[src/spd_pkg.sv]
/*
 * spd_pkg: constants for the 64-channel serial to latched
 * parallel driver.
 * Assumes: a 20 MHz core clock; the bus is classic Wishbone
 * with 32-bit data and byte addresses.
 */
package spd_pkg;

  // ****************************************
  // geometry
  // ****************************************
  localparam int SPD_CHAIN_LEN  = 64;
  localparam int SPD_FIFO_DEPTH = 8;
  localparam int SPD_FIFO_WIDTH = 2;
  localparam int SPD_ADR_W      = 8;

  // ****************************************
  // timing
  // ****************************************
  localparam int SPD_CLK_PERIOD_NS = 50;
  localparam int SPD_SCLK_WIDTH_NS = 62;
  localparam int SPD_SCLK_WIDTH_CYC =
    (SPD_SCLK_WIDTH_NS + SPD_CLK_PERIOD_NS - 1)
    / SPD_CLK_PERIOD_NS;

  // ****************************************
  // register offsets (byte addresses)
  // ****************************************
  localparam logic [7:0] SPD_OFS_CTRL  = 8'h00;
  localparam logic [7:0] SPD_OFS_STAT  = 8'h04;
  localparam logic [7:0] SPD_OFS_LATLO = 8'h08;
  localparam logic [7:0] SPD_OFS_LATHI = 8'h0C;

  // ****************************************
  // field positions and reset values
  // ****************************************
  localparam int SPD_CTRL_HOLD_BIT = 0;
  localparam int SPD_STAT_DIR_BIT  = 0;
  localparam int SPD_STAT_OVF_BIT  = 1;
  localparam int SPD_STAT_LE_BIT   = 2;
  localparam int SPD_STAT_LVL_LSB  = 8;
  localparam logic SPD_HOLD_RST    = 1'b0;
  localparam logic [63:0] SPD_DATA_RST = 64'h0;

endpackage
[src/spd_driver.sv]
/*
 * spd_driver: 64-stage bidirectional shift chain, latch bank,
 * polarity and blanking, plus a small bit FIFO and a
 * Wishbone register slave.
 * Assumes: every pin input is asynchronous to ref_clk and the
 * shift clock stays at or below 8 MHz, so each phase is seen
 * by at least one core clock after synchronising.
 */
// What this block does
// - sixty-four chain stages, one latch each, each latch feeds one output
// - chain advances one stage per shift clock rising edge while the hold bit is clear
// - direction pin low shifts reverse, high shifts forward
// - forward: in at port a, N to N+1, out at port b; reverse mirrors
// - cascade port always shows the last chain stage
// - output one comes from chain stage one via latch and logic
// - shifting ignores latch, force and invert inputs
// - latch input high: latches follow the chain
// - latch input low: latches hold, outputs show stored data
// - force low: all outputs high if invert low, else low
// - force high: outputs are latch values, inverted when invert low
`timescale 1ns/1ns

// ****************************************
// bit FIFO
// ****************************************
module spd_fifo #(
  parameter int WIDTH = 2,
  parameter int DEPTH = 8
) (
  // clock and reset
  input  wire logic                       ref_clk,
  input  wire logic                       rst_b,
  // filling side
  input  wire logic                       in_valid,
  output logic                            in_ready,
  input  wire logic [WIDTH-1:0]           in_data,
  // draining side
  output logic                            out_valid,
  input  wire logic                       out_ready,
  output logic [WIDTH-1:0]                out_data,
  // fill level
  output logic [$clog2(DEPTH+1)-1:0]      level
);
  localparam int AW = $clog2(DEPTH);
  localparam int LW = $clog2(DEPTH+1);

  // pointers wrap by power of two only
  if (DEPTH < 2 || (1 << AW) != DEPTH) begin : g_chk
    $error("spd_fifo depth must be a power of two >= 2");
  end
  if (WIDTH < 1) begin : g_chkw
    $error("spd_fifo width must be at least 1");
  end

  logic [WIDTH-1:0] mem_q [DEPTH];
  logic [WIDTH-1:0] mem_d [DEPTH];
  logic [AW-1:0]    wr_q, wr_d, rd_q, rd_d;
  logic [LW-1:0]    cnt_q, cnt_d;
  logic             push, pop;

  assign in_ready  = (cnt_q != LW'(DEPTH));
  assign out_valid = (cnt_q != '0);
  assign out_data  = mem_q[rd_q];
  assign level     = cnt_q;
  assign push      = in_valid && in_ready;
  assign pop       = out_valid && out_ready;

  // next pointers, count and storage
  always_comb begin
    wr_d  = wr_q;
    rd_d  = rd_q;
    cnt_d = cnt_q;
    for (int i = 0; i < DEPTH; i++) begin
      mem_d[i] = mem_q[i];
    end
    if (push) begin
      mem_d[wr_q] = in_data;
      wr_d        = wr_q + AW'(1);
    end
    if (pop) begin
      rd_d = rd_q + AW'(1);
    end
    case ({push, pop})
      2'b10:   cnt_d = cnt_q + LW'(1);
      2'b01:   cnt_d = cnt_q - LW'(1);
      default: cnt_d = cnt_q;
    endcase
  end

  always_ff @(posedge ref_clk or negedge rst_b) begin
    if (!rst_b) begin
      wr_q  <= '0;
      rd_q  <= '0;
      cnt_q <= '0;
      for (int i = 0; i < DEPTH; i++) begin
        mem_q[i] <= '0;
      end
    end else begin
      wr_q  <= wr_d;
      rd_q  <= rd_d;
      cnt_q <= cnt_d;
      for (int i = 0; i < DEPTH; i++) begin
        mem_q[i] <= mem_d[i];
      end
    end
  end
endmodule

// ****************************************
// driver top
// ****************************************
module spd_driver
  import spd_pkg::*;
#(
  parameter int N = SPD_CHAIN_LEN
) (
  // clock and reset
  input  wire logic                 ref_clk,
  input  wire logic                 rst_b,
  // serial link pins
  input  wire logic                 shift_clk,
  input  wire logic                 shift_way_select,
  input  wire logic                 serial_port_a_i,
  output logic                      serial_port_a_o,
  output logic                      serial_port_a_oe,
  input  wire logic                 serial_port_b_i,
  output logic                      serial_port_b_o,
  output logic                      serial_port_b_oe,
  // control pins
  input  wire logic                 latch_transparent_n,
  input  wire logic                 output_force_n,
  input  wire logic                 invert_select_n,
  // parallel outputs
  output logic [N-1:0]              driver_outputs,
  // wishbone slave
  input  wire logic                 wb_cyc_i,
  input  wire logic                 wb_stb_i,
  input  wire logic                 wb_we_i,
  input  wire logic [SPD_ADR_W-1:0] wb_adr_i,
  input  wire logic [3:0]           wb_sel_i,
  input  wire logic [31:0]          wb_dat_i,
  output logic [31:0]               wb_dat_o,
  output logic                      wb_ack_o
);
  localparam int LW = $clog2(SPD_FIFO_DEPTH+1);

  // register readback packs the bank in two words
  if (N != 64) begin : g_chk
    $error("spd_driver bank must be 64 channels");
  end

  // ****************************************
  // pin synchronisers
  // ****************************************
  // order: clk, dir, a, b, le, force, inv
  logic [6:0] meta_q, sync_q;
  logic       sclk_prev_q;
  logic       sclk_q, dir_q, a_q, b_q;
  logic       le_q, force_q, inv_q;

  // two flops per pin; only sync_q is read
  always_ff @(posedge ref_clk or negedge rst_b) begin
    if (!rst_b) begin
      meta_q      <= '0;
      sync_q      <= '0;
      sclk_prev_q <= 1'b0;
    end else begin
      meta_q      <= {shift_clk, shift_way_select,
                      serial_port_a_i, serial_port_b_i,
                      latch_transparent_n, output_force_n,
                      invert_select_n};
      sync_q      <= meta_q;
      sclk_prev_q <= sync_q[6];
    end
  end

  assign {sclk_q, dir_q, a_q, b_q, le_q, force_q, inv_q} = sync_q;

  // ****************************************
  // edge capture into the FIFO
  // ****************************************
  logic          sclk_rise;
  logic          ff_in_rdy, ff_out_vld, ff_pop;
  logic [1:0]    ff_out;
  logic [LW-1:0] ff_lvl;
  logic          in_bit;
  logic          hold_q, hold_d;

  // an edge is sampled no matter what the control pins do
  assign sclk_rise = sclk_q && !sclk_prev_q;
  // forward takes port a, reverse takes port b
  assign in_bit    = dir_q ? a_q : b_q;
  // drains one entry per cycle, faster than edges come, while hold_q is clear
  assign ff_pop    = ff_out_vld && !hold_q;

  spd_fifo #(
    .WIDTH (SPD_FIFO_WIDTH),
    .DEPTH (SPD_FIFO_DEPTH)
  ) u_fifo (
    .ref_clk   (ref_clk),
    .rst_b     (rst_b),
    .in_valid  (sclk_rise),
    .in_ready  (ff_in_rdy),
    .in_data   ({dir_q, in_bit}),
    .out_valid (ff_out_vld),
    .out_ready (!hold_q),
    .out_data  (ff_out),
    .level     (ff_lvl)
  );

  // ****************************************
  // shift chain
  // ****************************************
  logic [N-1:0] chain_q, chain_d, step;

  // per stage: forward takes stage below, reverse stage above
  for (genvar i = 0; i < N; i++) begin : g_stage
    if (i == 0) begin : g_lo
      assign step[i] = ff_out[1] ? ff_out[0] : chain_q[i+1];
    end else if (i == N-1) begin : g_hi
      assign step[i] = ff_out[1] ? chain_q[i-1] : ff_out[0];
    end else begin : g_mid
      assign step[i] = ff_out[1] ? chain_q[i-1] : chain_q[i+1];
    end
  end

  // one stage per popped edge
  always_comb begin
    chain_d = ff_pop ? step : chain_q;
  end

  // reset value is a convenience; contents stay undefined
  // until a full frame is shifted and latched
  always_ff @(posedge ref_clk or negedge rst_b) begin
    if (!rst_b) begin
      chain_q <= SPD_DATA_RST;
    end else begin
      chain_q <= chain_d;
    end
  end

  // cascade: stage 64 out at b forward, stage 1 out at a reverse
  assign serial_port_b_o  = chain_q[N-1];
  assign serial_port_b_oe = dir_q;
  assign serial_port_a_o  = chain_q[0];
  assign serial_port_a_oe = !dir_q;

  // ****************************************
  // latch bank and output logic
  // ****************************************
  logic [N-1:0] latch_q, latch_d, drv_q, drv_d;

  always_comb begin
    latch_d = le_q ? chain_q : latch_q;
    if (!force_q) begin
      drv_d = {N{!inv_q}};
    end else begin
      drv_d = inv_q ? latch_q : ~latch_q;
    end
  end

  always_ff @(posedge ref_clk or negedge rst_b) begin
    if (!rst_b) begin
      latch_q <= SPD_DATA_RST;
      drv_q   <= SPD_DATA_RST;
    end else begin
      latch_q <= latch_d;
      drv_q   <= drv_d;
    end
  end

  assign driver_outputs = drv_q;

  // ****************************************
  // wishbone registers
  // ****************************************
  logic        ack_q, ack_d, ovf_q, ovf_d;
  logic [31:0] rdat_q, rdat_d;
  logic        wr_stb, rd_stb;

  assign wr_stb = wb_cyc_i && wb_stb_i && wb_we_i && ack_q; // write lands on the acked edge
  assign rd_stb = wb_cyc_i && wb_stb_i && !wb_we_i && !ack_q;

  // ack one cycle after request, dropped the cycle after
  always_comb begin
    ack_d  = wb_cyc_i && wb_stb_i && !ack_q;
    hold_d = hold_q;
    ovf_d  = ovf_q;
    rdat_d = rdat_q;
    if (wr_stb && wb_sel_i[0]) begin
      if (wb_adr_i == SPD_OFS_CTRL) begin
        hold_d = wb_dat_i[SPD_CTRL_HOLD_BIT];
      end
      if (wb_adr_i == SPD_OFS_STAT && wb_dat_i[SPD_STAT_OVF_BIT]) begin
        ovf_d = 1'b0;
      end
    end
    // a lost edge sets the flag even while being cleared
    if (sclk_rise && !ff_in_rdy) begin
      ovf_d = 1'b1;
    end
    if (rd_stb) begin
      rdat_d = 32'h0;
      case (wb_adr_i)
        SPD_OFS_CTRL: rdat_d[SPD_CTRL_HOLD_BIT] = hold_q;
        SPD_OFS_STAT: begin
          rdat_d[SPD_STAT_DIR_BIT] = dir_q;
          rdat_d[SPD_STAT_OVF_BIT] = ovf_q;
          rdat_d[SPD_STAT_LE_BIT]  = le_q;
          rdat_d[SPD_STAT_LVL_LSB +: LW] = ff_lvl;
        end
        SPD_OFS_LATLO: rdat_d = latch_q[31:0];
        SPD_OFS_LATHI: rdat_d = latch_q[63:32];
        default:       rdat_d = 32'h0;
      endcase
    end
  end

  always_ff @(posedge ref_clk or negedge rst_b) begin
    if (!rst_b) begin
      ack_q  <= 1'b0;
      hold_q <= SPD_HOLD_RST;
      ovf_q  <= 1'b0;
      rdat_q <= 32'h0;
    end else begin
      ack_q  <= ack_d;
      hold_q <= hold_d;
      ovf_q  <= ovf_d;
      rdat_q <= rdat_d;
    end
  end

  assign wb_ack_o = ack_q;
  assign wb_dat_o = rdat_q;
endmodule

[config.mk]
export PLATFORM = sky130hd
export DESIGN_NAME = spd_driver
export DESIGN_NICKNAME = d
export VERILOG_FILES = /design/src/spd_pkg.sv /design/src/spd_driver.sv
export SDC_FILE = /design/constraint.sdc
export NUM_CORES = 1
export LEC_CHECK = 0
export BUFFER_PORTS_ARGS = -buffer_cell sky130_fd_sc_hd__buf_4
export CAP_MARGIN = 10
export CORE_MARGIN = 2
export CORE_UTILIZATION = 55
export CTS_BUF_LIST = sky130_fd_sc_hd__clkbuf_2 sky130_fd_sc_hd__clkbuf_4 sky130_fd_sc_hd__clkbuf_8
export DETAILED_ROUTE_END_ITERATION = 8
export GPL_TIMING_DRIVEN = 0
export PLACE_DENSITY_LB_ADDON = 0.1
export SYNTH_ARGS = -nofsm -noshare
export SYNTH_HDL_FRONTEND = slang
export SYNTH_SLANG_ARGS = --single-unit
[constraint.sdc]
create_clock -name ref_clk -period 3.2 [get_ports ref_clk]
set_input_delay 0 -clock ref_clk [delete_from_list [all_inputs] [get_ports ref_clk]]
set_output_delay 0 -clock ref_clk [all_outputs]
set_load 0.01 [all_outputs]
==> impl_metrics.csv <==
group,metric,value,unit
outcome,status,"finished, final reports clean",
timing,rsz0062_at_grt,"false",
global_routing,antenna_found_initial,0,
floorplanning,ios,157,
clock_network,cts_buffer_depth,3,
power_and_ir_drop,worst_ir_drop_vdd,0.460,mV
timing,slew_violations,0,
placement,dp_hpwl,17100,um
run,drv_cap,0,
floorplanning,design.core.area,0.0197,sq mm
placement,placed_cell_area,0.0124,sq mm
floorplanning,die_w,146,um
layout,fill_cells,1522,
global_routing,grt_max_degree,126,
drt,drc,0,
timing,min_period,2.91,ns
worst_setup_path,worstSetupStartpointType,"flip-flop",
floorplanning,rows,51,
logic_synthesis,synthCells,900,
clock_network,cts_made_buffers,44,
clock_network,numClockSinks,268,
layout,fin_cells,1385,
logic_synthesis,synth_async_sr_flop_share,1.00,
worst_setup_path,worstPathRequired,3.61,ns
clock_network,worstSkewPairLatency,0.54,ns
timing,post-route-period-util,0.910,
clock_network,ctsHtreeMaxLevel,2,
logic_synthesis,ys.flop_type,"dfrtp_1",
timing,hold_viol,0,
timing,tightestPinTransition,0.965,ns
drt,viasPerCell,5.31,
floorplanning,dieArea,0.0214,sq mm
floorplanning,initial_core_util,0.565,
layout,n_antenna_cell,0,
placement,globalplace.congestion,0.805,
worst_setup_path,arrival,3.32,ns
drt,drt_iter0_markers,417,
floorplanning,die_h,146,um
layout,post-route-util,0.688,
layout,stdcell_area,0.0135,sq mm
worst_setup_path,r2r_slack,0.29,ns
timing,skew,0.0127,ns
drt,wl,25100,um
global_routing,grt_pass1_wl,40700,um
logic_synthesis,seq_area_frac_synth,0.604,
worst_setup_path,path_max_fanout,10,
logic_synthesis,synth_edf_count,0,
drt,wl_per_cell,18.1,um
logic_synthesis,syn_area_per_cell,12.3,sq um
drt,drt-pass1-iter-count,5,
logic_synthesis,yosysUniqueCellTypes,45,
layout,layout_commonest_cell,"dfrtp_1",
power_and_ir_drop,power_density,775,mW/mm^2
timing,fin_setup_tns,0,ns
power_and_ir_drop,p_leak,6.51,nW
global_routing,overflow,0,
clock_network,clkSlewWorstSetupHoldPaths,0.05,ns
placement,dp_cells,1290,
layout,finalNetCount,1149,
timing,finalSetupViolations,0,
worst_setup_path,cp-end-kind,"flip-flop",
logic_synthesis,syn_nets,961,
layout,synthToLayoutAreaGrowth,21.7,%
worst_setup_path,crit_type,"reg2reg",
clock_network,cts_tree,"yes",
logic_synthesis,synth_area,0.0111,sq mm
logic_synthesis,yosys_warnings,0,
timing,relSlewSlack,0.355,
placement,port_buffers,123,
clock_network,post-cts-setup-buffers,0,
global_routing,grt_pass1_vias,7470,
clock_network,root_buffer,"clkbuf_8",
layout,drive_above_1_share,0.279,
layout,mostFrequentLayoutCells,"268 x dfrtp_1, 186 x nand2_1, 125 x buf_4",
drt,vias,7353,
timing,timing.fmax,343,MHz
hold_path,hp-class,"in2reg",
drt,ant_nets,0,
global_routing,grt_usage,0.241,
logic_synthesis,ys_ff_latch,268,
## cell families (layout without fill, tap and decap cells)
group	after synthesis	in the layout	synth area share
xor gates and xnor gates	73	73	0.0575
adders and majority gates	5	5	0.00563
and+or+nand+nor	220	220	0.0832
buffers and inverters	67	287	0.0269
AOI/OAI and AO/OA	109	109	0.0640
muxes	158	158	0.159
DFF	268	268	0.604
## Yosys cell counts (3+ instances only)
master,number,share of area
buf_6,4,0.0041
inv_1,6,0.0020
xnor2_1,6,0.0047
dfrtp_1,268,0.60
nor2_1,5,0.0017
buf_1,9,0.0030
mux4_2,5,0.010
buf_2,5,0.0023
buf_4,3,0.0020
a32oi_1,25,0.020
clkbuf_1,40,0.014
a22o_1,13,0.010
nand3_1,3,0.0014
nand4b_1,3,0.0024
mux2i_1,62,0.056
nor3_1,3,0.0014
ha_1,5,0.0056
o21ai_1,61,0.027
nand2_1,186,0.063
nand2b_1,3,0.0017
xor2_1,67,0.053
mux2_2,89,0.090
## layer usage
| metal | GRT usage | vias up | routed length [um] |
|---|---|---|---|
| met2 | 0.387 | 169 | 11900 |
| met4 | 0.0583 | 0 | 433 |
| met5 | 0 | - | 0 |
| li1 | - | 3476 | - |
| met3 | 0.0472 | 38 | 1100 |
| met1 | 0.343 | 3670 | 11600 |
## per-stage QoR
stage | hold slack (ns) | setup slack [ns] | total power [mW]
final | 0.0425 | 0.288 | 10.5
after detailed placement | -0.144 | 0.270 | 7.48
after global placement | 0.109 | -0.0829 | 7.41
after CTS | 0.0183 | 0.240 | 10.6
after global routing | 0.0574 | 0.0615 | 11.0
after floorplan | -0.296 | 0.696 | 6.59
## worst max-delay path, cell delays in order (launching register included)
cell	delay [ns]
dfrtp_1	0.35
clkbuf_1	0.19
nor4_1	0.34
or2_1	0.29
clkbuf_4	0.29
inv_1	0.17
ha_1	0.30
xor2_1	0.18
ha_1	0.19
a21oi_1	0.14
xor2_1	0.15
nor2_1	0.06
xor2_1	0.13
## registers in the layout, summed over array words and instances (netlist names), 3 cells and up
register        count
latch_q            64
u_fifo.mem_q       16
sync_q              7
wb_dat_o           32
driver_outputs     64
meta_q              7
chain_q            64
u_fifo.wr_q         3
u_fifo.rd_q         3
u_fifo.level        4
## repair_timing
action / CTS / global route
resized for setup: 0 / 1
setup endpoints to repair: 0 / 1
hold endpoints to repair: 283 / 0
hold buffers: 17 / 0
## final timing paths
kind                            cells after the start                 end             from
worst max-delay path                               12     u_fifo.level[2]  u_fifo.level[1]
worst min-delay path                                5              hold_q      wb_sel_i[0]
worst max register to register                     12     u_fifo.level[2]  u_fifo.level[1]
worst min register to register                      0           sync_q[2]        meta_q[2]
max in group asynchronous                           3         latch_q[31]            rst_b
min in group asynchronous                           3  driver_outputs[33]            rst_b
## where the power goes
part	total, mW	leakage [nW]	internal, mW	switching [mW]
sequential	4.53	3.48	4.02	0.518
clock	3.03	0.488	1.74	1.29
combinational	2.91	2.55	1.45	1.46
## layout make-up
cell class,instances,area [sq um],share of cell area
Sequential cell,268,6710,0.496
Clock inverter,5,30.0,0.00222
Clock buffer,73,886,0.0655
Tap cell,265,332,0.0245
Buffer,61,279,0.0206
Timing Repair Buffer,142,1160,0.0855
Multi-Input combinational cell,565,4110,0.304
Inverter,6,22.5,0.00167
(Power assumes the default switching activity.)
